==> config.mk <==
export PLATFORM = sky130hd
export DESIGN_NAME = fpo_regs_top
export DESIGN_NICKNAME = d
export VERILOG_FILES = /design/src/core/fpo_block_decode.v /design/src/core/fpo_regs_top.v
export VERILOG_INCLUDE_DIRS = /design/src /design/src/common
export SDC_FILE = /design/constraint.sdc
export NUM_CORES = 1
export LEC_CHECK = 0
export BUFFER_PORTS_ARGS = -buffer_cell sky130_fd_sc_hd__buf_4
export CAP_MARGIN = 10
export CORE_MARGIN = 2
export CORE_UTILIZATION = 51
export DETAILED_ROUTE_END_ITERATION = 8
export PLACE_DENSITY = 0.79
export SYNTH_ARGS = -nofsm -noshare
export SYNTH_HDL_FRONTEND = slang
export SYNTH_HIERARCHICAL = 1
export SYNTH_SLANG_ARGS = --single-unit
==> constraint.sdc <==
create_clock -name clk -period 7.15 [get_ports clk]
set_clock_uncertainty 0.15 [all_clocks]
set_input_delay 0.715 -clock clk [delete_from_list [all_inputs] [get_ports clk]]
set_output_delay 0.715 -clock clk [all_outputs]
set_load 0.03 [all_outputs]
==> src/common/fpo_regs.vh <==
// Purpose: constants for the flash protect and overlay register set
// Assumes: byte-wide cpu register port, 24-bit cpu addresses
// Notes: included by the core files and the register test
`ifndef FPO_REGS_VH
`define FPO_REGS_VH
// ********************
// addresses
// ********************
`define FPO_ADDR_MODE_CTRL 24'hFFFFC8
`define FPO_ADDR_ERR_STATUS 24'hFFFFC9
`define FPO_ADDR_EBS_LOW 24'hFFFFCA
`define FPO_ADDR_EBS_HIGH 24'hFFFFCB
`define FPO_ADDR_WIN_CTRL 24'hFFFF42
`define FPO_ADDR_OVL_CTRL 24'hFFFEDB
// ********************
// fields and resets
// ********************
`define FPO_ERR_FLAG_BIT 7
`define FPO_SWE_BIT 6
`define FPO_WIN_EN_BIT 3
`define FPO_OVL_SEL_BIT 3
`define FPO_EBS_HIGH_MASK 8'h0F
`define FPO_MODE_CTRL_RST 8'h80
`define FPO_REG_RST 8'h00
`define FPO_ACCESS_STATES 2
// ********************
// memory map
// ********************
`define FPO_OVL_RAM_BASE 24'hFFDC00
`define FPO_OVL_RAM_LAST 24'hFFEBFF
`define FPO_BLK8_BASE 24'h008000
`define FPO_FLASH_LAST 24'h03FFFF
`endif

==> src/core/fpo_block_decode.v <==
// Purpose: maps a flash address to its erase block number
// Assumes: 24-bit address, twelve blocks
// Notes: out of range addresses give no valid block
`timescale 1ns/1ps
`default_nettype none
`include "fpo_regs.vh"
module fpo_block_decode (
  input wire [23:0] addr,
  output reg [3:0] block,
  output reg valid
);
  // ********************
  // block map
  // ********************
  always @* begin
    valid = (addr <= `FPO_FLASH_LAST);
    if (addr < `FPO_BLK8_BASE) begin
      block = {1'b0, addr[14:12]};
    end else if (addr[23:16] == 8'h00) begin
      block = 4'h8;
    end else begin
      block = 4'h8 + {2'b00, addr[17:16]};
    end
  end
endmodule // fpo_block_decode
`default_nettype wire

==> src/core/fpo_regs_top.v <==
// Purpose: flash error, erase select, register window and ram overlay control
// Assumes: byte cpu port with access strobe, one clock, mode levels from pins
// Notes: the mode bits below software write enable are outside this block
`timescale 1ns/1ps
`default_nettype none
`include "fpo_regs.vh"
module fpo_regs_top #(
  parameter FLASH_VARIANT = 1,
  parameter [7:0] MASK_ROM_READ = 8'h00
) (
  input wire clk,
  input wire rst_n,
  input wire hw_standby,
  input wire sw_standby,
  input wire flash_enabled,
  input wire user_mode,
  input wire acc_req,
  input wire acc_wr,
  input wire [23:0] acc_addr,
  input wire [7:0] acc_wdata,
  input wire op_fail,
  input wire [23:0] op_addr,
  input wire [23:0] cpu_addr,
  output reg [7:0] acc_rdata,
  output reg acc_ack,
  output reg acc_hit,
  output reg erase_allowed,
  output reg program_allowed,
  output reg [11:0] erase_enable,
  output reg overlay_hit,
  output reg [23:0] overlay_ram_addr,
  output reg error_protect
);
  // ********************
  // pin synchronisers
  // ********************
  reg [1:0] hw_sb_s_q;
  reg [1:0] sw_sb_s_q;
  reg [1:0] fl_en_s_q;
  reg [1:0] user_s_q;
  always @(posedge clk or negedge rst_n) begin
    if (!rst_n) begin
      hw_sb_s_q <= 2'b00;
      sw_sb_s_q <= 2'b00;
      fl_en_s_q <= 2'b00;
      user_s_q <= 2'b00;
    end else begin
      hw_sb_s_q <= {hw_sb_s_q[0], hw_standby};
      sw_sb_s_q <= {sw_sb_s_q[0], sw_standby};
      fl_en_s_q <= {fl_en_s_q[0], flash_enabled};
      user_s_q <= {user_s_q[0], user_mode};
    end
  end
  wire hw_sb = hw_sb_s_q[1];
  wire sw_sb = sw_sb_s_q[1];
  wire fl_en = fl_en_s_q[1];
  wire user_ok = user_s_q[1];

  // ********************
  // access sequencer
  // ********************
  localparam [2:0] ST_IDLE = 3'b001;
  localparam [2:0] ST_WAIT = 3'b010;
  localparam [2:0] ST_DONE = 3'b100;
  reg [2:0] st_q;
  reg [2:0] st_d;
  reg [1:0] cnt_q;
  reg [1:0] cnt_d;
  reg wr_q;
  reg [23:0] addr_q;
  reg [7:0] wdata_q;
  wire do_wr = (st_q == ST_DONE) && wr_q;
  always @* begin
    st_d = st_q;
    cnt_d = cnt_q;
    case (st_q)
      ST_IDLE: begin
        cnt_d = 2'd1;
        if (acc_req) begin
          st_d = ST_WAIT;
        end
      end
      ST_WAIT: begin
        if (cnt_q >= (`FPO_ACCESS_STATES - 1)) begin
          st_d = ST_DONE;
        end else begin
          cnt_d = cnt_q + 2'd1;
        end
      end
      ST_DONE: begin
        st_d = ST_IDLE;
      end
      default: begin
        st_d = ST_IDLE;
      end
    endcase
  end
  always @(posedge clk or negedge rst_n) begin
    if (!rst_n) begin
      st_q <= ST_IDLE;
      cnt_q <= 2'd0;
      wr_q <= 1'b0;
      addr_q <= 24'h000000;
      wdata_q <= 8'h00;
    end else begin
      st_q <= st_d;
      cnt_q <= cnt_d;
      if (st_q == ST_IDLE && acc_req) begin
        wr_q <= acc_wr;
        addr_q <= acc_addr;
        wdata_q <= acc_wdata;
      end
    end
  end

  // ********************
  // registers
  // ********************
  reg [7:0] mode_q;
  reg err_q;
  reg [7:0] ebs_lo_q;
  reg [3:0] ebs_hi_q;
  reg win_en_q;
  reg [3:0] ovl_q;
  wire software_write_enable = mode_q[`FPO_SWE_BIT];
  // the window gates only the four flash registers; overlay stays reachable
  wire fl_sel = fl_en && win_en_q;
  wire sel_mode = fl_sel && (addr_q == `FPO_ADDR_MODE_CTRL);
  wire sel_err = fl_sel && (addr_q == `FPO_ADDR_ERR_STATUS);
  wire sel_lo = fl_sel && (addr_q == `FPO_ADDR_EBS_LOW);
  wire sel_hi = fl_sel && (addr_q == `FPO_ADDR_EBS_HIGH);
  wire sel_win = (addr_q == `FPO_ADDR_WIN_CTRL);
  wire sel_ovl = (addr_q == `FPO_ADDR_OVL_CTRL);
  wire fail_blk = op_fail && software_write_enable;
  reg [7:0] lo_d;
  reg [3:0] hi_d;
  always @* begin
    lo_d = ebs_lo_q;
    hi_d = ebs_hi_q;
    if (do_wr && sel_lo) begin
      lo_d = acc_wdata_byte(wdata_q);
    end
    if (do_wr && sel_hi) begin
      hi_d = wdata_q[3:0];
    end
  end
  function [7:0] acc_wdata_byte;
    input [7:0] v;
    begin
      acc_wdata_byte = v;
    end
  endfunction
  // count set bits across both selects
  reg [3:0] ones;
  integer i;
  always @* begin
    ones = 4'd0;
    for (i = 0; i < 12; i = i + 1) begin
      ones = ones + {3'b000, (i < 8) ? lo_d[i] : hi_d[i - 8]};
    end
  end
  always @(posedge clk or negedge rst_n) begin
    if (!rst_n) begin
      mode_q <= `FPO_MODE_CTRL_RST;
      err_q <= 1'b0;
      ebs_lo_q <= `FPO_REG_RST;
      ebs_hi_q <= 4'h0;
      win_en_q <= 1'b0;
      ovl_q <= 4'h0;
    end else if (hw_sb) begin
      mode_q <= `FPO_MODE_CTRL_RST;
      err_q <= 1'b0;
      ebs_lo_q <= `FPO_REG_RST;
      ebs_hi_q <= 4'h0;
      win_en_q <= 1'b0;
      ovl_q <= 4'h0;
    end else begin
      // software write enable, only bit this block keeps of mode control
      if (sw_sb) begin
        mode_q <= `FPO_MODE_CTRL_RST;
      end else if (do_wr && sel_mode) begin
        mode_q <= {1'b1, wdata_q[`FPO_SWE_BIT], 6'h00};
      end
      // set-only flag; no register write can clear it, only software or hardware standby and reset
      if (fail_blk) begin
        err_q <= 1'b1;
      end else if (sw_sb) begin
        err_q <= 1'b0;
      end
      if (sw_sb || !software_write_enable || ones > 4'd1) begin
        ebs_lo_q <= `FPO_REG_RST;
        ebs_hi_q <= 4'h0;
      end else begin
        ebs_lo_q <= lo_d;
        ebs_hi_q <= hi_d;
      end
      if (do_wr && sel_win && FLASH_VARIANT != 0) begin
        win_en_q <= wdata_q[`FPO_WIN_EN_BIT];
      end
      // overlay survives software standby
      if (do_wr && sel_ovl) begin
        ovl_q <= wdata_q[3:0];
      end
    end
  end

  // ********************
  // read data and outputs
  // ********************
  reg [7:0] rd_d;
  reg hit_d;
  always @* begin
    rd_d = 8'h00;
    hit_d = 1'b1;
    if (sel_mode) begin
      rd_d = mode_q;
    end else if (sel_err) begin
      rd_d = {err_q, 7'h00};
    end else if (sel_lo) begin
      rd_d = ebs_lo_q;
    end else if (sel_hi) begin
      rd_d = {4'h0, ebs_hi_q};
    end else if (sel_win) begin
      rd_d = (FLASH_VARIANT != 0) ? {4'h0, win_en_q, 3'b000} : MASK_ROM_READ;
    end else if (sel_ovl) begin
      rd_d = {4'h0, ovl_q};
    end else if (!fl_en && addr_q >= `FPO_ADDR_MODE_CTRL &&
                 addr_q <= `FPO_ADDR_EBS_HIGH && win_en_q) begin
      rd_d = 8'h00;
    end else begin
      hit_d = 1'b0;
    end
  end
  wire prot = err_q || ovl_q[`FPO_OVL_SEL_BIT];
  wire [3:0] blk;
  wire blk_ok;
  fpo_block_decode u_dec (
    .addr(op_addr),
    .block(blk),
    .valid(blk_ok)
  );
  wire [11:0] ebs_all = {ebs_hi_q, ebs_lo_q};
  wire in_ovl_ram = (cpu_addr >= `FPO_OVL_RAM_BASE) && (cpu_addr <= `FPO_OVL_RAM_LAST);
  wire in_ovl_blk = (cpu_addr[23:15] == 9'h000) && (cpu_addr[14:12] == ovl_q[2:0]);
  always @(posedge clk or negedge rst_n) begin
    if (!rst_n) begin
      acc_rdata <= 8'h00;
      acc_ack <= 1'b0;
      acc_hit <= 1'b0;
      erase_allowed <= 1'b0;
      program_allowed <= 1'b0;
      erase_enable <= 12'h000;
      overlay_hit <= 1'b0;
      overlay_ram_addr <= 24'h000000;
      error_protect <= 1'b0;
    end else begin
      acc_ack <= (st_q == ST_DONE);
      acc_hit <= (st_q == ST_DONE) && hit_d;
      acc_rdata <= (st_q == ST_DONE && !wr_q) ? rd_d : 8'h00;
      erase_enable <= prot ? 12'h000 : ebs_all;
      erase_allowed <= !prot && software_write_enable && fl_en && blk_ok && ebs_all[blk];
      program_allowed <= !prot && software_write_enable && fl_en && blk_ok;
      // flash block n seen through overlay ram, ram itself stays plain
      overlay_hit <= ovl_q[`FPO_OVL_SEL_BIT] && in_ovl_blk;
      overlay_ram_addr <= `FPO_OVL_RAM_BASE + {12'h000, cpu_addr[11:0]};
      error_protect <= err_q;
    end
  end
  wire unused_ok = user_ok & in_ovl_ram;
endmodule // fpo_regs_top
`default_nettype wire

After elaboration in Yosys (flattened, before gate mapping)
Cells that the tools add are included.
{"block": "classes", "mux": 40, "n_reduce_logical": 40, "n_eq_ne": 13, "n_lt_le_gt_ge": 7, "add_sub_neg": 14}
{"operator": "equality test 24 bit, second input constant", "n": 6}
{"operator": "two-way mux 8 bit", "n": 10}
{"operator": "two-way mux 4 bit", "n": 10}
{"operator": "adder 4 x 1 -> 4 bit", "n": 8}
{"operator": ">= comparator 24 bit, second input constant", "n": 1}
{"operator": "<= comparator 24 x 18 -> 1 bit, second input constant", "n": 1}
{"operator": "<= comparator 24 bit, second input constant", "n": 1}
{"operator": "logical AND 1 bit", "n": 24}
{"operator": "< comparator 24 x 16 -> 1 bit, second input constant", "n": 1}
{"operator": "adder 15 x 13 -> 16 bit, first input constant", "n": 1}
{"operator": "two-way mux 1 bit", "n": 13}
{"operator": "two-way mux 12 bit", "n": 1}
{"operator": "zero test 9 bit", "n": 1}
{"operator": "zero test 8 bit", "n": 1}
{"operator": "two-way mux 3 bit", "n": 2}
{"operator": "inequality test 2 bit, second input constant", "n": 3}
{"operator": "one-hot mux 3 bit (2 select lines)", "n": 1}
{"operator": "nonzero test 2 bit", "n": 3}
{"operator": "nonzero test 3 bit", "n": 2}
{"operator": "< comparator 4 x 5 -> 1 bit, second input constant", "n": 1}
{"operator": "adder 3 x 1 -> 4 bit", "n": 1}
{"operator": "adder 4 x 2 -> 4 bit, first input constant", "n": 1}
{"operator": "binary-select mux 1 bit (select 4 bit)", "n": 1}
{"operator": "greater-than comparator 4 x 1 -> 1 bit, second input constant", "n": 1}
{"operator": "13 further kinds", "n": 19}
{"block": "totals", "regBits": 112, "elab_cells": 137, "out_inout_bits": 50, "in_bits": 89}

Logic depth before layout (Yosys ltp)
{"block": "logic_depth", "ltp_word": 19, "mapped_depth": 20, "mapped_depth_nobuf": 18}

Cells and area by module
Netlist, hierarchy kept.
{"mod": "fpo_regs_top", "area_each_um2": 4489.3, "cells_each": 345, "seq_area_each_um2": 2603.7, "instances": 1}
{"mod": "fpo_block_decode", "area_each_um2": 83.8, "cells_each": 9, "seq_area_each_um2": 0.0, "instances": 1}

Worst setup path before layout
OpenSTA, ideal clock, no wires.
{"block": "synth_path", "path_kind": "reg-to-reg", "start": "register addr_q[5]", "end": "register ebs_lo_q[2]", "path_stages_with_launch": 19, "setup_ps": 74, "required_ps": 6926, "synth_period_minus_slack_ps": 5244, "setup_slack_ps": 1906, "n_path_buf": 1, "arrival_ps": 5020, "path_cell_list": "dfrtp_1 nand4b_1 nor3_4 nand4_4 mux2_2 fa_1 inv_1 fa_1 inv_1 fa_1 inv_1 fa_1 inv_1 ha_1 fa_1 nor4_1 nand3_1 clkbuf_1 nor2b_1"}
{"block": "synth_via", "elab_chain_cells": 19, "elab_cells_between_ends": 23, "classes_between": "11 x add/sub; 1 x order compare; 2 x eq/ne; 4 x mux; 5 x reduce/logical"}
{"element": "from (decl)", "line_no": "fpo_regs_top.v:70", "text": "reg [23:0] addr_q;"}
{"element": "from (signal assigned)", "line_no": "fpo_regs_top.v:110", "text": "addr_q <= acc_addr;"}
{"element": "equality test 24 bit (no line)"}
{"element": "logical AND 1 bit", "line_no": "fpo_regs_top.v:130", "text": "wire sel_lo = fl_sel && (addr_q == `FPO_ADDR_EBS_LOW);"}
{"element": "logical AND 1 bit", "line_no": "fpo_regs_top.v:140", "text": "if (do_wr && sel_lo) begin"}
{"element": "two-way mux 8 bit", "line_no": "fpo_regs_top.v:140"}
{"element": "adder 1 x 1 -> 2 bit", "line_no": "fpo_regs_top.v:159", "text": "ones = ones + {3'b000, (i < 8) ? lo_d[i] : hi_d[i - 8]};"}
{"element": "adder 2 x 1 -> 3 bit", "line_no": "fpo_regs_top.v:159"}
{"element": "adder 3 x 1 -> 4 bit", "line_no": "fpo_regs_top.v:159"}
{"element": "adder 4 x 1 -> 4 bit (8 in a row)", "line_no": "fpo_regs_top.v:159"}
{"element": "greater-than comparator 4 x 1 -> 1 bit", "line_no": "fpo_regs_top.v:190", "text": "if (sw_sb || !software_write_enable || ones > 4'd1) begin"}
{"element": "logical OR 1 bit", "line_no": "fpo_regs_top.v:190"}
{"element": "two-way mux 8 bit *", "line_no": "fpo_regs_top.v:190"}
{"element": "two-way mux 8 bit *", "line_no": "fpo_regs_top.v:170", "text": "end else if (hw_sb) begin"}
{"element": "to (signal assigned)", "line_no": "fpo_regs_top.v:173", "text": "ebs_lo_q <= `FPO_REG_RST;"}
{"element": "to (signal assigned)", "line_no": "fpo_regs_top.v:191", "text": "ebs_lo_q <= `FPO_REG_RST;"}
{"element": "to (signal assigned)", "line_no": "fpo_regs_top.v:194", "text": "ebs_lo_q <= lo_d;"}
{"element": "to (decl)", "line_no": "fpo_regs_top.v:121", "text": "reg [7:0] ebs_lo_q;"}
Mark *: on every way between the ends. The rest lies on a longest branch, timed or not.
A chain may end at the register's enable or synchronous reset.

Final worst setup path
{"block": "layout_path", "start": "register addr_q[1]", "end": "register ebs_lo_q[1]"}
The elaborated chain is that of the path after synthesis.

==> flow_metrics.py <==
metrics = {
    "outcome": {
        "outcome": "complete, no violations",
    },
    "detailed_routing": {
        "drtIter0Drc": 171,
        "wl_per_cell_um": 16.45,
        "vias_per_cell": 5.401,
        "drt_wl_total_mm": 9.609,
        "drtAntennaViolNets": 0,
        "vias": 3154,
        "drc_errors": 0,
        "drt-pass1-iter-count": 5,
    },
    "placed_design": {
        "pre_cts_slack_ps": 1276,
        "hpwl_mm": 7.245,
        "globalplace.congestion": 0.8520,
        "placed_cells": 568,
        "port_buffers": 125,
    },
    "grt": {
        "grt_pass1_vias": 3254,
        "grt_pass1_wl_mm": 15.85,
        "grt-ovfl-total": 0,
        "grt_max_degree": 63,
        "antenna_found_initial": 0,
        "grtUsageTotal_pct": 20.76,
    },
    "logic_synthesis": {
        "synth_seq_cells": 104,
        "synthXorXnorAreaFrac_pct": 0.5746,
        "synth_cells": 354,
        "syn_area_per_cell_sq_um": 12.92,
        "synth_simple_gate_area_share_pct": 15.54,
        "synth_compound_area_share_pct": 5.089,
        "yosysWarnings": 6,
        "synth_top_family_by_area": "simple AND/OR/NAND/NOR gates",
        "synth_edf_count": 0,
        "synthAdderAreaFrac_pct": 4.706,
        "yosys.cell_types.count": 51,
        "ys.flop_type": "dfrtp_1",
        "async_reset_ff_share_pct": 100.0,
        "synth_mux_area_share_pct": 12.89,
        "synth_area_sq_um": 4573,
        "synth_nets": 456,
        "synth-seq-area-share_pct": 56.94,
    },
    "critical_path": {
        "max_stage_delay_ps": 660,
        "critPathTopFamily": "adder cells",
        "slowest_stage": "dfrtp_1",
        "start_kind": "flip-flop",
        "end_kind": "flip-flop",
        "crit-reg2reg-launch": "addr_q[1]",
        "crit_chain": "nand2b_1, nor3_1, nand4_4, mux2_2, fa_1, inv_1, fa_1, inv_1, fa_1, inv_1, fa_1, inv_1, ha_1, fa_1, nor4_1, nand3_1, nor2b_1",
        "startpoint": "addr_q[1]",
        "critPathMostFrequentCell": "fa_1",
        "cp_max_fo": 16,
        "critPathKind": "reg2reg",
        "crit_buf_inv": 4,
        "cp.required_ps": 7280,
        "critical_path_arrival_ps": 6040,
    },
    "clocking": {
        "clock_latency_ps": 380,
        "cts_root_buf": "clkbuf_8",
        "numCtsBuffers": 9,
        "postCtsHoldBufs": 0,
        "clkSinkCount": 104,
        "clock_path_buffers": 2,
        "cts_tree": "built",
        "postCtsSetupRepairBufs": 0,
        "cts_resized": 0,
        "h-tree-depth": 3,
        "clk_pin_slew_ps": 90,
    },
    "die": {
        "dieHeight_um": 98.70,
        "die_x_um": 98.70,
        "io_pins": 139,
        "row_count": 34,
        "die-area_sq_um": 9741,
        "core_sq_um": 8721,
        "start_util_pct": 52.44,
    },
    "power": {
        "leakage_nw": 2.815,
        "pwr-share-seq_pct": 53.7,
        "fin_total_pwr_mw": 1.512,
        "pwr-share-comb_pct": 19.8,
        "peakVddDrop_v": 0.0001751,
        "sw_frac_of_total_pct": 28.60,
        "internal-power_mw": 1.079,
        "clockPowerShare_pct": 26.6,
        "power_density_nw_per_um2": 262.3,
        "switching_power_mw": 0.4324,
    },
    "final_layout": {
        "layout-drive-gt1-share_pct": 40.55,
        "n_antenna_cell": 0,
        "mostFrequentLayoutCells": "buf_4 (127), dfrtp_1 (103), mux2_2 (37)",
        "area_growth_pct": 26.02,
        "fin_nets": 573,
        "instances_no_fill": 584,
        "final_common_cell": "buf_4",
    },
    "sta": {
        "setup_violations": 0,
        "finalHoldViolations": 0,
        "worst-slew-pin-transition_ps": 746.5,
        "slew_violations": 0,
        "hold_ws_ps": 161.2,
        "min_period_over_period_pct": 82.61,
        "rsz0062_at_grt": "false",
        "setup_slack_ps": 1244,
        "max_clock_freq_mhz": 169.3,
        "max_slew_margin_pct": 50.23,
        "fin_crit_ps": 5906,
        "finalSetupTns_ps": 0,
    },
    "flow_run": {
        "max_cap_violations": 0,
    },
    "min_path": {
        "holdCritPathClass": "in2async",
    },
}
==> layout make-up <==
type / count / area [sq um]
tap: 108 / 135.1
clock inverter: 5 / 81.33
inverter: 18 / 67.56
timing repair buffer: 127 / 953.4
fill: 640 / 2958
sequential: 104 / 2604
clock buffer: 11 / 141.4
multi-input combinational: 211 / 1780
==> state kept, by name, summed over array words and instances (netlist names), 2 cells and up <==
| name | cells |
|---|---|
| ebs_hi_q | 4 |
| sw_sb_s_q | 2 |
| ebs_lo_q | 8 |
| addr_q | 24 |
| overlay_ram_addr | 15 |
| wdata_q | 8 |
| fl_en_s_q | 2 |
| hw_sb_s_q | 2 |
| erase_enable | 12 |
| cnt_q | 2 |
| st_q | 3 |
| ovl_q | 4 |
| acc_rdata | 8 |
==> layer usage <==
metal  vias up  GRT usage [%]  part of all wire (%)
met4         0          6.322                   1.7
met5         -              0                     0
li1       1458              -                     -
met3        14          5.035                   6.1
met2       124          34.38                    51
met1      1558          27.44                    42
==> final timing paths <==
| kind | endpoint | slack [ps] | depth (start not counted) |
|---|---|---|---|
| worst max-delay path | ebs_lo_q[1] | 1240 | 17 |
| worst min-delay path | addr_q[10] | 160 | 1 |
| worst max register to register | ebs_lo_q[1] | 1240 | 17 |
| worst min register to register | sw_sb_s_q[1] | 210 | 0 |
| max in group asynchronous | acc_rdata[0] | 5540 | 2 |
| min in group clk | sw_sb_s_q[1] | 210 | 0 |
==> power by group through the flow <==
stage          registers [mW]  clock network [mW]  logic, mW
3_3_place_gp            0.814                   0      0.289
6_report                0.811               0.402      0.299
3_5_place_dp            0.822                   0      0.301
2_1_floorplan           0.779                   0      0.228
5_1_grt                 0.828               0.438      0.323
4_1_cts                 0.811               0.409      0.303
==> stage by stage <==
step / area, sq um / util (%)
finish: 5763 / 66.08
global route: 5763 / 66.08
CTS: 5763 / 66.08
detailed placement: 5540 / 63.53
global placement: 5540 / 63.53
floorplan: 4573 / -
==> logic make-up (layout without fill, tap and decap cells) <==
family                     count (synthesis)  count (layout)
and+or+nand+nor                          108             108
DFF                                      104             104
muxes                                     50              50
buffers and inverters                     39             161
AOI/OAI and AO/OA                         36              36
adders and majority gates                 13              13
xor gates and xnor gates                   3               3
other                                      1               1
==> worst register-to-register path: cells and delay by family, from the launching register on <==
family	cells	cell delay [ps]
DFF	1	660
muxes	1	370
buffers and inverters	4	230
and+or+nand+nor	6	1640
adders and majority gates	6	2780
==> cells in the mapped netlist, types with 3 or more instances <==
| cell | count | area share, % |
|---|---|---|
| mux2_2 | 37 | 9.1 |
| mux2i_1 | 9 | 2.0 |
| buf_4 | 10 | 1.6 |
| nand4_1 | 6 | 0.82 |
| ha_1 | 6 | 1.6 |
| nand3_1 | 8 | 0.88 |
| a32oi_1 | 4 | 0.77 |
| nor3_1 | 8 | 0.88 |
| fa_1 | 7 | 3.1 |
| buf_2 | 6 | 0.66 |
| and3_1 | 4 | 0.55 |
| a21oi_1 | 13 | 1.4 |
| nor4_1 | 4 | 0.55 |
| nand2b_1 | 10 | 1.4 |
| and2_1 | 14 | 1.9 |
| mux4_2 | 3 | 1.5 |
| nor2b_1 | 7 | 0.96 |
| a211oi_1 | 4 | 0.66 |
| o21ai_0 | 6 | 0.66 |
| nand2_1 | 11 | 0.90 |
| dfrtp_1 | 103 | 56 |
| nand3b_1 | 3 | 0.49 |
| clkbuf_1 | 5 | 0.41 |
| inv_1 | 18 | 1.5 |
| nor2_1 | 17 | 1.4 |
No activity file was read; power rests on OpenSTA's default activity.
